File: config.mk
export PLATFORM = sky130hd
export DESIGN_NAME = breakpoint_trigger_and_trace
export DESIGN_NICKNAME = d
export VERILOG_FILES = /design/src/dbg_pkg.sv /design/src/cmd_if.sv /design/src/breakpoint_trigger_and_trace.sv /design/src/cmd_buffer.sv /design/src/serial_port.sv
export VERILOG_INCLUDE_DIRS = /design/src
export SDC_FILE = /design/constraint.sdc
export NUM_CORES = 1
export LEC_CHECK = 0
export ABC_AREA = 1
export BUFFER_PORTS_ARGS = -buffer_cell sky130_fd_sc_hd__buf_2
export CORE_MARGIN = 2
export CORE_UTILIZATION = 59
export DETAILED_ROUTE_END_ITERATION = 8
export PLACE_DENSITY = 0.79
export SYNTH_ARGS = -nofsm -noshare
export SYNTH_HDL_FRONTEND = slang
export SYNTH_HIERARCHICAL = 1
export SYNTH_SLANG_ARGS = --single-unit
File: constraint.sdc
create_clock -name clk -period 4.3 [get_ports clk]
set_input_delay 0.86 -clock clk [delete_from_list [all_inputs] [get_ports clk]]
set_output_delay 0.86 -clock clk [all_outputs]
set_load 0.05 [all_outputs]
File: src/dbg_defines.svh
// constants for the breakpoint, trigger and trace block
//
// Functional notes
// - nine 32-bit breakpoint compare and mask registers
// - registers reachable serially and from supervisor mode
// - address, data, pc matches form 1/2-level triggers
// - trigger halts core or raises debug interrupt
// - critical interrupts still served during debug interrupt
// - 4-bit status, 4-bit capture buses, trace clock
// - halted indicator is AND of status bits
// - serial channel always; full trace only largest package
`ifndef DBG_DEFINES_SVH
`define DBG_DEFINES_SVH

// ****************************************
// register indices
// ****************************************
`define IDX_ADDR_CMP 4'h0
`define IDX_ADDR_MSK 4'h1
`define IDX_DATA_CMP 4'h2
`define IDX_DATA_MSK 4'h3
`define IDX_PC_CMP0 4'h4
`define IDX_PC_MSK 4'h8
`define IDX_TRIG_CFG 4'h9
`define BP_COUNT 9
`define BP_RESET 32'h0000_0000

// ****************************************
// trigger configuration fields
// ****************************************
`define CFG_L1_LSB 0
`define CFG_L2_LSB 3
`define CFG_TWO_LEVEL 6
`define CFG_ACT_IRQ 7
`define CFG_ARM 8
`define CFG_CRIT_LSB 9
`define CFG_WIDTH 12
`define CFG_RESET 12'h000

// ****************************************
// serial frame layout
// ****************************************
`define FRAME_BITS 37
`define FRAME_CNT_W 6
`define FRAME_WR_BIT 36
`define FRAME_IDX_LSB 32
`define HALT_CODE 4'hF

`endif

File: src/dbg_pkg.sv
// shared types for the breakpoint, trigger and trace block
package dbg_pkg;
	// one debug command taken from the serial channel
	typedef struct packed {
		logic write;
		logic [3:0] index;
		logic [31:0] data;
	} cmd_s;

	// trigger sequencer states, one-hot
	typedef enum logic [3:0] {
		st_idle = 4'b0001,
		st_level1 = 4'b0010,
		st_level2 = 4'b0100,
		st_dbg_int = 4'b1000
	} trig_state_e;
endpackage

File: src/cmd_if.sv
// command stream carrier between serial port, buffer and register file
`timescale 1ns/1ps
interface cmd_if;
	import dbg_pkg::*;
	logic valid; // command offered
	logic ready; // command accepted
	cmd_s cmd; // command payload
	modport src (output valid, output cmd, input ready);
	modport snk (input valid, input cmd, output ready);
endinterface

File: src/breakpoint_trigger_and_trace.sv
// breakpoint registers, trigger sequencer and trace outputs
`timescale 1ns/1ps
`include "dbg_defines.svh"
module breakpoint_trigger_and_trace #(
	parameter bit FULL_TRACE = 1'b1
) (
	input wire logic clk,
	input wire logic sys_rst,
	input wire logic debug_serial_in,
	input wire logic debug_serial_clock,
	output logic debug_serial_out,
	input wire logic cpu_sel,
	input wire logic cpu_write,
	input wire logic cpu_super,
	input wire logic [3:0] cpu_index,
	input wire logic [31:0] cpu_wdata,
	output logic [31:0] cpu_rdata,
	output logic cpu_ack,
	output logic cpu_err,
	input wire logic bus_valid,
	input wire logic [31:0] bus_addr,
	input wire logic [31:0] bus_data,
	input wire logic pc_valid,
	input wire logic [31:0] pc_value,
	input wire logic core_rte,
	input wire logic [2:0] int_level,
	input wire logic [3:0] core_status,
	input wire logic [3:0] core_capture,
	output logic halt_req,
	output logic debug_irq,
	output logic int_pass,
	output logic [3:0] processor_status_bus,
	output logic [3:0] debug_capture_bus,
	output logic trace_clock_out,
	output logic halted_indicator
);
	import dbg_pkg::*;

	// ****************************************
	// storage and wiring
	// ****************************************
	logic [31:0] bp [`BP_COUNT]; // breakpoint compare and mask registers
	logic [`CFG_WIDTH-1:0] cfg; // trigger configuration
	trig_state_e state; // sequencer state
	trig_state_e next_state;
	logic reply_load; // serial read answer ready
	logic [31:0] reply_data;

	cmd_if ser2buf ();
	cmd_if buf2core ();

	serial_port u_serial (
		.clk(clk),
		.sys_rst(sys_rst),
		.serial_in(debug_serial_in),
		.serial_clock(debug_serial_clock),
		.serial_out(debug_serial_out),
		.reply_load(reply_load),
		.reply_data(reply_data),
		.cmd_out(ser2buf)
	);

	cmd_buffer #(.DEPTH(2)) u_buffer (
		.clk(clk),
		.sys_rst(sys_rst),
		.fill(ser2buf),
		.drain(buf2core)
	);

	// ****************************************
	// access arbitration
	// ****************************************
	// supervisor accesses win; the serial command waits in the buffer
	wire cpu_take = cpu_sel && cpu_super && !cpu_ack;
	assign buf2core.ready = !cpu_take;
	wire ser_take = buf2core.valid && !cpu_take;
	wire wr_en = cpu_take ? cpu_write : (ser_take && buf2core.cmd.write);
	wire [3:0] acc_idx = cpu_take ? cpu_index : buf2core.cmd.index;
	wire [31:0] acc_data = cpu_take ? cpu_wdata : buf2core.cmd.data;
	wire acc_bp = (acc_idx < `IDX_TRIG_CFG);
	wire acc_cfg = (acc_idx == `IDX_TRIG_CFG);
	wire [31:0] cfg_word = {{(32-`CFG_WIDTH){1'b0}}, cfg};
	// unmapped indices read as zero
	wire [31:0] rd_word = acc_bp ? bp[acc_idx] : (acc_cfg ? cfg_word : 32'h0000_0000);

	// ****************************************
	// match logic
	// ****************************************
	// masked compare
	wire addr_hit = bus_valid &&
		(((bus_addr ^ bp[`IDX_ADDR_CMP]) & bp[`IDX_ADDR_MSK]) == 32'h0000_0000);
	wire data_hit = bus_valid &&
		(((bus_data ^ bp[`IDX_DATA_CMP]) & bp[`IDX_DATA_MSK]) == 32'h0000_0000);
	logic [3:0] pc_hits;
	genvar g;
	generate
		for (g = 0; g < 4; g++) begin : g_pc
			assign pc_hits[g] = pc_valid &&
				(((pc_value ^ bp[`IDX_PC_CMP0 + g]) & bp[`IDX_PC_MSK]) == 32'h0000_0000);
		end
	endgenerate
	wire pc_hit = |pc_hits;
	wire [2:0] hits = {pc_hit, data_hit, addr_hit};
	wire [2:0] l1_en = cfg[`CFG_L1_LSB +: 3];
	wire [2:0] l2_en = cfg[`CFG_L2_LSB +: 3];
	wire l1_hit = (l1_en != 3'h0) && (&(~l1_en | hits));
	wire l2_hit = (l2_en != 3'h0) && (&(~l2_en | hits));
	wire armed = cfg[`CFG_ARM];
	wire two_level = cfg[`CFG_TWO_LEVEL];
	wire act_irq = cfg[`CFG_ACT_IRQ];
	wire [2:0] crit_level = cfg[`CFG_CRIT_LSB +: 3];

	// ****************************************
	// trigger sequencer
	// ****************************************
	// one or two level sequencing
	// a config write dropping arm in the matching cycle does not cancel the action
	wire fire = armed && ((state == st_level1 && l1_hit && !two_level) ||
		(state == st_level2 && l2_hit));
	always_comb begin
		next_state = state;
		case (state)
			st_idle: begin
				if (armed) begin
					next_state = st_level1;
				end
			end
			st_level1: begin
				if (!armed) begin
					next_state = st_idle;
				end else if (l1_hit && two_level) begin
					next_state = st_level2;
				end else if (fire) begin
					next_state = act_irq ? st_dbg_int : st_idle;
				end
			end
			st_level2: begin
				if (!armed) begin
					next_state = st_idle;
				end else if (fire) begin
					next_state = act_irq ? st_dbg_int : st_idle;
				end
			end
			st_dbg_int: begin
				// stays until the handler returns
				if (core_rte) begin
					next_state = st_idle;
				end
			end
			default: next_state = st_idle;
		endcase
	end

	// state register
	always_ff @(posedge clk) begin
		if (sys_rst) begin
			state <= st_idle;
		end else begin
			state <= next_state;
		end
	end

	// ****************************************
	// register file writes
	// ****************************************
	// nine breakpoint words
	always_ff @(posedge clk) begin
		if (sys_rst) begin
			for (int i = 0; i < `BP_COUNT; i++) begin
				bp[i] <= `BP_RESET;
			end
		end else if (wr_en && acc_bp) begin
			bp[acc_idx] <= acc_data;
		end
	end

	// config; firing disarms so one setup fires once, software write wins
	always_ff @(posedge clk) begin
		if (sys_rst) begin
			cfg <= `CFG_RESET;
		end else if (wr_en && acc_cfg) begin
			cfg <= acc_data[`CFG_WIDTH-1:0];
		end else if (fire) begin
			cfg[`CFG_ARM] <= 1'b0;
		end
	end

	// ****************************************
	// read answers
	// ****************************************
	// user mode accesses refused
	always_ff @(posedge clk) begin
		if (sys_rst) begin
			cpu_rdata <= 32'h0000_0000;
			cpu_ack <= 1'b0;
			cpu_err <= 1'b0;
			reply_load <= 1'b0;
			reply_data <= 32'h0000_0000;
		end else begin
			cpu_ack <= cpu_sel && !cpu_ack;
			cpu_err <= cpu_sel && !cpu_super && !cpu_ack;
			cpu_rdata <= cpu_take ? rd_word : 32'h0000_0000;
			reply_load <= ser_take && !buf2core.cmd.write;
			reply_data <= rd_word;
		end
	end

	// ****************************************
	// trigger actions
	// ****************************************
	// halt or debug interrupt
	always_ff @(posedge clk) begin
		if (sys_rst) begin
			halt_req <= 1'b0;
			debug_irq <= 1'b0;
			int_pass <= 1'b0;
		end else begin
			halt_req <= fire && !act_irq;
			debug_irq <= fire && act_irq;
			int_pass <= (state == st_dbg_int) && (int_level >= crit_level);
		end
	end

	// ****************************************
	// trace outputs
	// ****************************************
	// full buses only on largest package
	wire [3:0] status_src = FULL_TRACE ? core_status : 4'h0;
	wire [3:0] cap_src = FULL_TRACE ? core_capture : 4'h0;
	// status and capture at core rate
	always_ff @(posedge clk) begin
		if (sys_rst) begin
			processor_status_bus <= 4'h0;
			debug_capture_bus <= 4'h0;
			trace_clock_out <= 1'b0;
			halted_indicator <= 1'b0;
		end else begin
			processor_status_bus <= status_src;
			debug_capture_bus <= cap_src;
			trace_clock_out <= FULL_TRACE ? !trace_clock_out : 1'b0;
			halted_indicator <= (core_status == `HALT_CODE);
		end
	end
endmodule

File: src/cmd_buffer.sv
// two-entry command buffer with valid/ready on both sides
`timescale 1ns/1ps
module cmd_buffer #(
	parameter int DEPTH = 2
) (
	input wire logic clk,
	input wire logic sys_rst,
	cmd_if.snk fill,
	cmd_if.src drain
);
	import dbg_pkg::*;
	localparam int PW = $clog2(DEPTH);

	cmd_s mem [DEPTH]; // entry storage
	logic [PW-1:0] wr_ptr; // next slot to fill
	logic [PW-1:0] rd_ptr; // oldest slot
	logic [PW:0] count; // occupancy

	wire push = fill.valid && fill.ready;
	wire pop = drain.valid && drain.ready;
	// full refuses the source, so a stalled sink never loses a word
	assign fill.ready = (count != (PW+1)'(DEPTH));
	assign drain.valid = (count != '0);
	assign drain.cmd = mem[rd_ptr];

	// ****************************************
	// pointers and occupancy
	// ****************************************
	always_ff @(posedge clk) begin
		if (sys_rst) begin
			wr_ptr <= '0;
			rd_ptr <= '0;
			count <= '0;
		end else begin
			if (push) begin
				wr_ptr <= (wr_ptr == PW'(DEPTH-1)) ? '0 : wr_ptr + 1'b1;
			end
			if (pop) begin
				rd_ptr <= (rd_ptr == PW'(DEPTH-1)) ? '0 : rd_ptr + 1'b1;
			end
			count <= count + (PW+1)'(push) - (PW+1)'(pop);
		end
	end

	// storage write, no reset needed
	always_ff @(posedge clk) begin
		if (push) begin
			mem[wr_ptr] <= fill.cmd;
		end
	end
endmodule

File: src/serial_port.sv
// three-wire serial debug channel: frame receiver and reply shifter
`timescale 1ns/1ps
`include "dbg_defines.svh"
module serial_port (
	input wire logic clk,
	input wire logic sys_rst,
	input wire logic serial_in,
	input wire logic serial_clock,
	output logic serial_out,
	input wire logic reply_load,
	input wire logic [31:0] reply_data,
	cmd_if.src cmd_out
);
	import dbg_pkg::*;

	logic [1:0] din_sync; // pin synchroniser for data
	logic [1:0] clk_sync; // pin synchroniser for serial clock
	logic clk_prev; // last synchronised clock level
	logic [`FRAME_BITS-1:0] shift_in; // incoming frame
	logic [`FRAME_CNT_W-1:0] bit_cnt; // bits taken this frame
	logic pending; // frame waiting for the buffer
	logic [31:0] shift_out; // reply being shifted out
	logic reply_fresh; // loaded msb not yet passed a rising edge

	wire rise = clk_sync[1] && !clk_prev;
	wire fall = !clk_sync[1] && clk_prev;
	wire last_bit = (bit_cnt == `FRAME_CNT_W'(`FRAME_BITS-1));
	assign cmd_out.valid = pending;
	assign cmd_out.cmd = shift_in;

	// ****************************************
	// pin synchronisers
	// ****************************************
	always_ff @(posedge clk) begin
		if (sys_rst) begin
			din_sync <= 2'h0;
			clk_sync <= 2'h0;
			clk_prev <= 1'b0;
		end else begin
			din_sync <= {din_sync[0], serial_in};
			clk_sync <= {clk_sync[0], serial_clock};
			clk_prev <= clk_sync[1];
		end
	end

	// ****************************************
	// receive side, msb first on rising edges
	// ****************************************
	always_ff @(posedge clk) begin
		if (sys_rst) begin
			shift_in <= '0;
			bit_cnt <= '0;
			pending <= 1'b0;
		end else if (pending) begin
			// edges while a frame waits are ignored: the tool must pace itself
			pending <= !cmd_out.ready;
		end else if (rise) begin
			shift_in <= {shift_in[`FRAME_BITS-2:0], din_sync[1]};
			bit_cnt <= last_bit ? '0 : bit_cnt + 1'b1;
			pending <= last_bit;
		end
	end

	// ****************************************
	// reply side, changes on falling edges
	// ****************************************
	// the falling edge closing the read frame lands after the load; shifting
	// on it would lose the msb before the tool's next rising edge
	always_ff @(posedge clk) begin
		if (sys_rst) begin
			shift_out <= '0;
			serial_out <= 1'b0;
			reply_fresh <= 1'b0;
		end else if (reply_load) begin
			shift_out <= reply_data;
			serial_out <= reply_data[31];
			reply_fresh <= 1'b1;
		end else if (rise) begin
			reply_fresh <= 1'b0;
		end else if (fall && !reply_fresh) begin
			shift_out <= {shift_out[30:0], 1'b0};
			serial_out <= shift_out[30];
		end
	end
endmodule

Yosys cells after proc, flatten, opt, wreduce, memory -nomap -nowiden:

Memory sizes are Yosys's and may differ from the RTL's. A register that Yosys moved wholly into a read port is not among the register bits.
Cells that the tools add are included.

* reductions and logical operators: 62
* multiply operators: 0
* order comparisons: 2
* bitwise gates (word level): 18
* multiplexer cells: 40
* add/sub/neg operators: 5
* equality and inequality tests: 11
* div/mod/pow operators: 0
* shift-type cells: 0

Operators by type and width (count)
* $and A32 B32 Y32: 6
* $logic_not A32 Y1: 6
* $xor A32 B32 Y32: 6
* $mux W32: 3
* $mux W31: 3
* $mux W4: 9
* $reduce_or A32 Y1: 1
* $logic_and A1 B1 Y1: 30
* $mux W1: 22
* $pmux W4 S4: 1
* $eq A4 B4 Y1 const B: 3
* $mux W12: 1
* $logic_not A1 Y1: 11
* $ne A2 B2 Y1 const B: 4
* $reduce_bool A2 Y1: 4
* $add A6 B1 Y6 const B: 1
* $eq A6 B6 Y1 const B: 1
* $mux W6: 1
* $not A3 Y3: 2
* $or A3 B3 Y3: 2
* $reduce_and A2 Y1: 3
* $reduce_and A3 Y1: 2
* $reduce_bool A3 Y1: 2
* $eq A4 B1 Y1 const B: 1
* other kinds (11): 13

* register bits: 182
* word-level logic and storage cells: 167
* bits of input ports: 153
* latch bits: 0
* bits in read-only memories: 0
* memories kept: 2
* RAM bits: 362
* output and inout port bits: 48

Memories
* bp: depth 9, width 32, rd ports 10, clocked after memory_dff 0, write ports 9, line breakpoint_trigger_and_trace.sv:42 `` logic [31:0] bp [`BP_COUNT]; ``
* u_buffer.mem: depth 2, width 37, rd ports 1, clocked after memory_dff 1, write ports 1, line cmd_buffer.sv:14 `cmd_s mem [DEPTH];`

Longest topological paths before layout:

Gate-level depths: netlist of the first run.
An unclocked memory read counts as a cell.

* depth after elaboration: 17
* depth in mapped cells: 17
* gate-level depth less buffers: 17

Cells and area by module:

Netlist of the first run, hierarchy kept.

By module, submodules not included
* breakpoint_trigger_and_trace: cells each 2431, times used 1, seq. area each 11741.3 sq um, area an instance 20641.0 sq um
* serial_port: cells each 481, times used 1, seq. area each 1641.6 sq um, area an instance 3463.3 sq um
* cmd_buffer: cells each 151, times used 1, seq. area each 2322.2 sq um, area an instance 3062.9 sq um

Least setup slack after synthesis of the first run:

No wires, ideal clock.

* kind: input -> register
* from: input port cpu_sel
* to: memory bp[5][0], enable pin
* data arrival time: 3.141 ns
* data required time: 3.911 ns
* path buffers: 2
* library setup time: 0.389 ns
* slack: 0.770 ns
* stages on the path: 10
* path through: nand2_1 > nor2_1 > or2_2 > o21ai_2 > inv_1 > nor2_1 > clkbuf_1 > nand3_1 > clkbuf_1 > nand2_1

RTL lines
* start, declared: line breakpoint_trigger_and_trace.sv:12 `input wire logic cpu_sel,`
* end, declared: line breakpoint_trigger_and_trace.sv:42

==> results of run 1 <==
-- area by class of cell --
cell class	count	share of cell area [%]
Clock buffer	92	5.83
Sequential cell	584	51.0
Tap cell	600	2.44
Multi-Input combinational cell	2085	31.8
Clock inverter	20	0.540
Timing Repair Buffer	256	4.66
Antenna cell	5	0.0406
Inverter	304	3.73
-- through the flow --
| stage | instances | setup WS [ns] |
|---|---|---|
| finish | 3946 | 0.586 |
| CTS | 3941 | 0.759 |
| global route | 3943 | 0.375 |
| floorplan | 3101 | 0.770 |
| global placement | 3829 | 0.734 |
| detailed placement | 3829 | 0.656 |
-- per-layer routing --
layer / part of all wire (%) / GRT usage, %
met2: 45 / 51.3
met4: 4.4 / 14.6
met3: 13 / 8.41
met1: 38 / 44.1
met5: 0.22 / 0
-- critical path, cell delays in order, from the launching register on --
cell and delay, ns:
dfxtp_2 0.36, buf_4 0.37, mux2_2 0.38, inv_1 0.05, nand2_1 0.05, o21ai_1 0.31, inv_1 0.18, nand2_1 0.13
buf_4 0.52, o22ai_1 0.20, o21ai_0 0.32, nand2_1 0.15, a21oi_1 0.42, and2_1 0.19
-- state kept, by name, summed over array words and instances, names as in the netlist, 2 cells and up, named ones only --
register and count:
state 4, bp 327, u_serial/bit_cnt 6, cfg 12, cpu_rdata 32, debug_capture_bus 4
processor_status_bus 4, u_serial/clk_sync 2, u_serial/din_sync 2, u_serial/shift_out 31, u_serial/cmd_out.cmd 37, u_buffer/mem 74
u_buffer/count 2, reply_data 32
-- where the power goes --
part           internal, uW  switching, uW  total, uW
Combinational           736           1700       2440
Sequential             6320            192       6520
Clock                  2990           2160       5140
Total                 10000           4050      14100
-- final timing paths --
| check | start | endpoint | slack (ns) | depth (start not counted) |
|---|---|---|---|---|
| worst min register to register | trace_clock_out | trace_clock_out | 0.41 | 1 |
| worst max-delay path | flip-flop | cpu_rdata[24] | 0.59 | 13 |
| worst min-delay path | trace_clock_out | trace_clock_out | 0.41 | 1 |
| worst max register to register | flip-flop | cpu_rdata[24] | 0.59 | 13 |
-- synth_stat cells (all sizes together) --
library cell and count:
nand2 698, or2 72, inv 304, xnor2 1, o2111ai 3, a21boi 8, o22ai 64, o311ai 1
o211ai 7, mux2 37, xor2 5, nand3 202, a22oi 66, o21ai 165, ha 6, o31ai 8
a31oi 3, buf 49, nor4 1, o21a 8, and2 6, a21oi 105, nor3 23, clkbuf 79
dfxtp 183, conb 1, edfxtp 401, a221oi 3, nor2 544, nand4 10
-- kinds of logic after synthesis --
group / count (synthesis) / share of synthesized area, %
xor gates and xnor gates: 6 / 0.193
DFF: 584 / 57.8
muxes: 37 / 1.95
other: 1 / 0.0138
buffers and inverters: 432 / 6.79
AOI/OAI and AO/OA: 441 / 9.46
adders and majority gates: 6 / 0.276
and+or+nand+nor: 1556 / 23.5
==> impl_metrics.ini, run 1 <==
[outcome]
status = finished clean

[layout]
multi_input_area_sq_um = 9780
layout-drive-gt1-share_pct = 14.6
final_nets = 3449
area_growth_pct = 13.4
final-seq-area_sq_um = 15700
final_core_util_pct = 67.9
final_common_cell = nand2_1
fillers = 3513
final_cell_mix = nand2_1, nor2_1, edfxtp_1
stdcell_area_sq_um = 30800

[power_and_ir_drop]
p_leak_uw = 0.0132
ir_drop_v = 0.000461
p_total_uw = 14100
power_density_nw_per_um2 = 458

[logic_synthesis]
ys_ff_latch = 584
synthDistinctLibCells = 48
yosysWarnings = 6
synth.area.top_cells = edfxtp_1, dfxtp_1, nand2_1
syn_inst = 3063
synth_top_area_share_pct = 44.3
syn_area_sq_um = 27200
syn_avg_cell_area_sq_um = 8.87
yosysSeqAreaShare_pct = 57.8
synth_top_cell_by_area = edfxtp_1

[placement]
portBuffers = 200
place.detailed.hpwl_microns = 54300
postPlaceCellArea_sq_um = 28800
place_congestion = 0.923

[sta]
worstMarginPinSlew_ns = 1.19
final.setup.tns_ns = 0
finClkSkew_ns = 0.0182
post-route-period-util_pct = 86.4
min_period_ns = 3.71
hold_ws_ns = 0.408
slew_viol_final = 0
timing.fmax_ghz = 0.269
finalSetupViolations = 0
rsz0062_at_grt = no
hold_viol_final = 0
slew_headroom_pct = 20.3

[setup_path]
cp-end-kind = flip-flop
path_class = flip-flop to flip-flop
arrival_ns = 4.27
cp-start-kind = flip-flop
cp_data_required_time_ns = 4.86
critical_path.max_fanout = 37

[grt]
grtUsageTotal_pct = 33.1
grt_max_degree = 53
antenna_found_initial = 19
overflow = 0
grt_pass1_vias = 21600
grt_first_pass_wirelength_microns = 119000

[clock_network]
cts_htree_levels = 2
cts.path.max_buffers = 3
postCtsSetupRepairBufs = 0
cts_buffers = 59
clockRootBuffer = clkbuf_16
clkTransAtPathRegs_ns = 0.06
cts_hold_buf = 0
insertion_delay_ns = 0.63
cts.sinks = 584
post_cts_resized = 0
cts_tree = yes

[die]
initial_core_util_pct = 59.9
core_area_sq_um = 45400
die_area_sq_um = 47800
rows = 78
die_w_microns = 219
die_h_microns = 219
ios = 201

[run]
cap_viol_max_count = 0

[route]
avgViaCountPerCell = 5.78
first_pass_iters = 6
vias = 22800
antenna_left = 0
routedWlPerCell_microns = 20.2
wirelength_microns = 79600
drc = 0
first_iter_violations = 2616

[min_path]
hp-class = flip-flop to flip-flop
(Power assumes the default switching activity.)
==> inputs of run 2 (changes only) <==
--- a/config.mk
+++ b/config.mk
@@ -6,12 +6,12 @@
 export SDC_FILE = /design/constraint.sdc
 export NUM_CORES = 1
 export LEC_CHECK = 0
-export ABC_AREA = 1
 export BUFFER_PORTS_ARGS = -buffer_cell sky130_fd_sc_hd__buf_2
 export CORE_MARGIN = 2
-export CORE_UTILIZATION = 59
+export CORE_UTILIZATION = 62
+export CTS_BUF_LIST = sky130_fd_sc_hd__clkbuf_8
 export DETAILED_ROUTE_END_ITERATION = 8
-export PLACE_DENSITY = 0.79
+export PLACE_DENSITY = 0.83
 export SYNTH_ARGS = -nofsm -noshare
 export SYNTH_HDL_FRONTEND = slang
 export SYNTH_HIERARCHICAL = 1
==> impl_metrics.ini, run 2 <==
[clock_network]
clkTransAtPathRegs_ns = 0.06
cts_htree_levels = 3
postCtsSetupRepairBufs = 0
cts_tree = yes
cts_hold_buf = 0
cts.sinks = 572
clockRootBuffer = clkbuf_8
insertion_delay_ns = 0.69
cts.path.max_buffers = 3
post_cts_resized = 0
cts_buffers = 91

[sta]
hold_viol_final = 0
min_period_ns = 3.43
final.setup.tns_ns = 0
rsz0062_at_grt = no
timing.fmax_ghz = 0.292
hold_ws_ns = 0.386
slew_headroom_pct = 17.1
worstMarginPinSlew_ns = 1.21
post-route-period-util_pct = 79.8
slew_viol_final = 0
finalSetupViolations = 0
finClkSkew_ns = 0.0253

[grt]
grtUsageTotal_pct = 38.3
grt_first_pass_wirelength_microns = 123000
grt_pass1_vias = 19900
antenna_found_initial = 4
overflow = 0
grt_max_degree = 65

[setup_path]
cp_top_family = multiplexers
cp_data_required_time_ns = 4.85
crit_chain = buf_4, mux2_2, a21o_4, buf_12, buf_4, mux4_2, nand2_1, a21oi_1, a21o_1, nor2b_1
critical_path.max_fanout = 18
arrival_ns = 3.98
cpMaxStageDelayCell = mux2_2
max_stage_delay_ns = 0.60
cp-start-kind = flip-flop
reg2reg_depth = 10
crit_buf_inv = 3
path_common_cell = buf_4
path_class = flip-flop to flip-flop
regToRegSetupSlack_ns = 0.87
r2r_end = cpu_rdata[2]
cp-end-kind = flip-flop

[route]
vias = 20500
first_iter_violations = 2829
first_pass_iters = 8
drc = 0
avgViaCountPerCell = 6.39
antenna_left = 0
routedWlPerCell_microns = 26.2
wirelength_microns = 84100

[power_and_ir_drop]
p_int_uw = 9240
seqPwrFrac_pct = 48.0
ir_drop_v = 0.000430
clkPwrFrac_pct = 35.7
p_leak_uw = 0.0122
combinationalPowerShare_pct = 16.3
switching_share_pct = 29.2
p_sw_uw = 3810
power_density_nw_per_um2 = 436

[logic_synthesis]
yosysWarnings = 6
synth_top_cell_by_area = edfxtp_1
synth_top_area_share_pct = 45.0
async_reset_ff_share_pct = 0
synth_edf_count = 389
syn_area_sq_um = 26000
synth.area.top_cells = edfxtp_1, dfxtp_1, xor2_1
synthDistinctLibCells = 76
yosysSeqAreaShare_pct = 59.1
yosysMostFrequentCell = edfxtp_1
ys_ff_latch = 572
ys_top_cells_by_count = edfxtp_1, nor2_1, nand2_1
syn_avg_cell_area_sq_um = 11.2
synth_ff_type = edfxtp_1
syn_inst = 2317

[min_path]
whs_endpoint = cpu_err
hp-class = input pin to flip-flop
whs_path_depth = 2
min_from = cpu_super

[placement]
place.detailed.hpwl_microns = 59100
place_congestion = 1.02
postPlaceCellArea_sq_um = 28100
portBuffers = 200

[layout]
largest_reg_flops = 315
layout-drive-gt1-share_pct = 19.4
top_register = bp
area_growth_pct = 15.1
fillers = 2876
final_common_cell = edfxtp_1
final_nets = 2747
final_core_util_pct = 72.8
final_cell_mix = edfxtp_1, nor2_1, nand2_1
stdcell_area_sq_um = 29900

[outcome]
status = finished clean

[die]
rows = 74
die_area_sq_um = 43600
die_w_microns = 209
initial_core_util_pct = 63.2
ios = 201
core_area_sq_um = 41100
die_h_microns = 209

[run]
cap_viol_max_count = 0
==> run 2: power by group through the flow <==
stage | sequential [uW] | clock [uW] | combinational [uW]
6_report | 6270 | 4650 | 2130
5_1_grt | 6280 | 4880 | 2190
4_1_cts | 6260 | 4650 | 2050
3_5_place_dp | 6370 | 0 | 2040
3_3_place_gp | 6360 | 0 | 2010
2_1_floorplan | 6360 | 0 | 1120
==> run 2: how the worst max path moves through the flow <==
stage | startpoint | to | slack [ns] | depth (start not counted)
after global placement | cpu_sel | cpu_rdata[0] | 0.76 | 10
after floorplan | cpu_index[0] | bp[8][0] | 0.60 | 10
final | flip-flop | cpu_rdata[2] | 0.87 | 10
after detailed placement | cpu_sel | cpu_rdata[0] | 0.73 | 10
after CTS | flip-flop | cpu_rdata[6] | 0.94 | 11
after global routing | flip-flop | cpu_rdata[6] | 0.69 | 11
==> run 2: layout make-up <==
type                    instances  area, sq um  area share (%)
inverters                      38          143           0.477
diodes                          6         15.0          0.0502
flip-flops and latches        572        15300            51.3
well taps                     532          666            2.22
repair buffers                296         1890            6.31
multi-input cells            1589        10000            33.5
clock inverters                63          345            1.15
clock buffers                 109         1500            5.01
==> run 2: logic make-up (layout without fill, tap and decap cells) <==
| kind of cell | Yosys count | after routing | share of synthesized area [%] |
|---|---|---|---|
| buffers and inverters | 182 | 506 | 3.01 |
| other | 1 | 33 | 0.0144 |
| adders and majority gates | 6 | 6 | 0.289 |
| xor gates and xnor gates | 194 | 194 | 6.54 |
| and+or+nand+nor | 848 | 848 | 14.3 |
| DFF | 572 | 572 | 59.1 |
| muxes | 130 | 130 | 6.34 |
| AOI/OAI and AO/OA | 384 | 384 | 10.4 |
==> run 2: metal layers <==
metal	vias up	global-route usage, %	routed length, microns
li1	8841	-	-
met1	9717	48.0	28700
met2	1611	59.9	38300
met3	300	10.8	11600
met4	0	22.2	5460
met5	-	0	0
==> run 2: stage by stage <==
stage,total power [uW],setup slack [ns],cells
floorplan,7480,0.604,2343
global route,13400,0.688,3201
detailed placement,8420,0.727,3027
CTS,13000,0.940,3199
global placement,8370,0.757,3027
finish,13100,0.871,3205
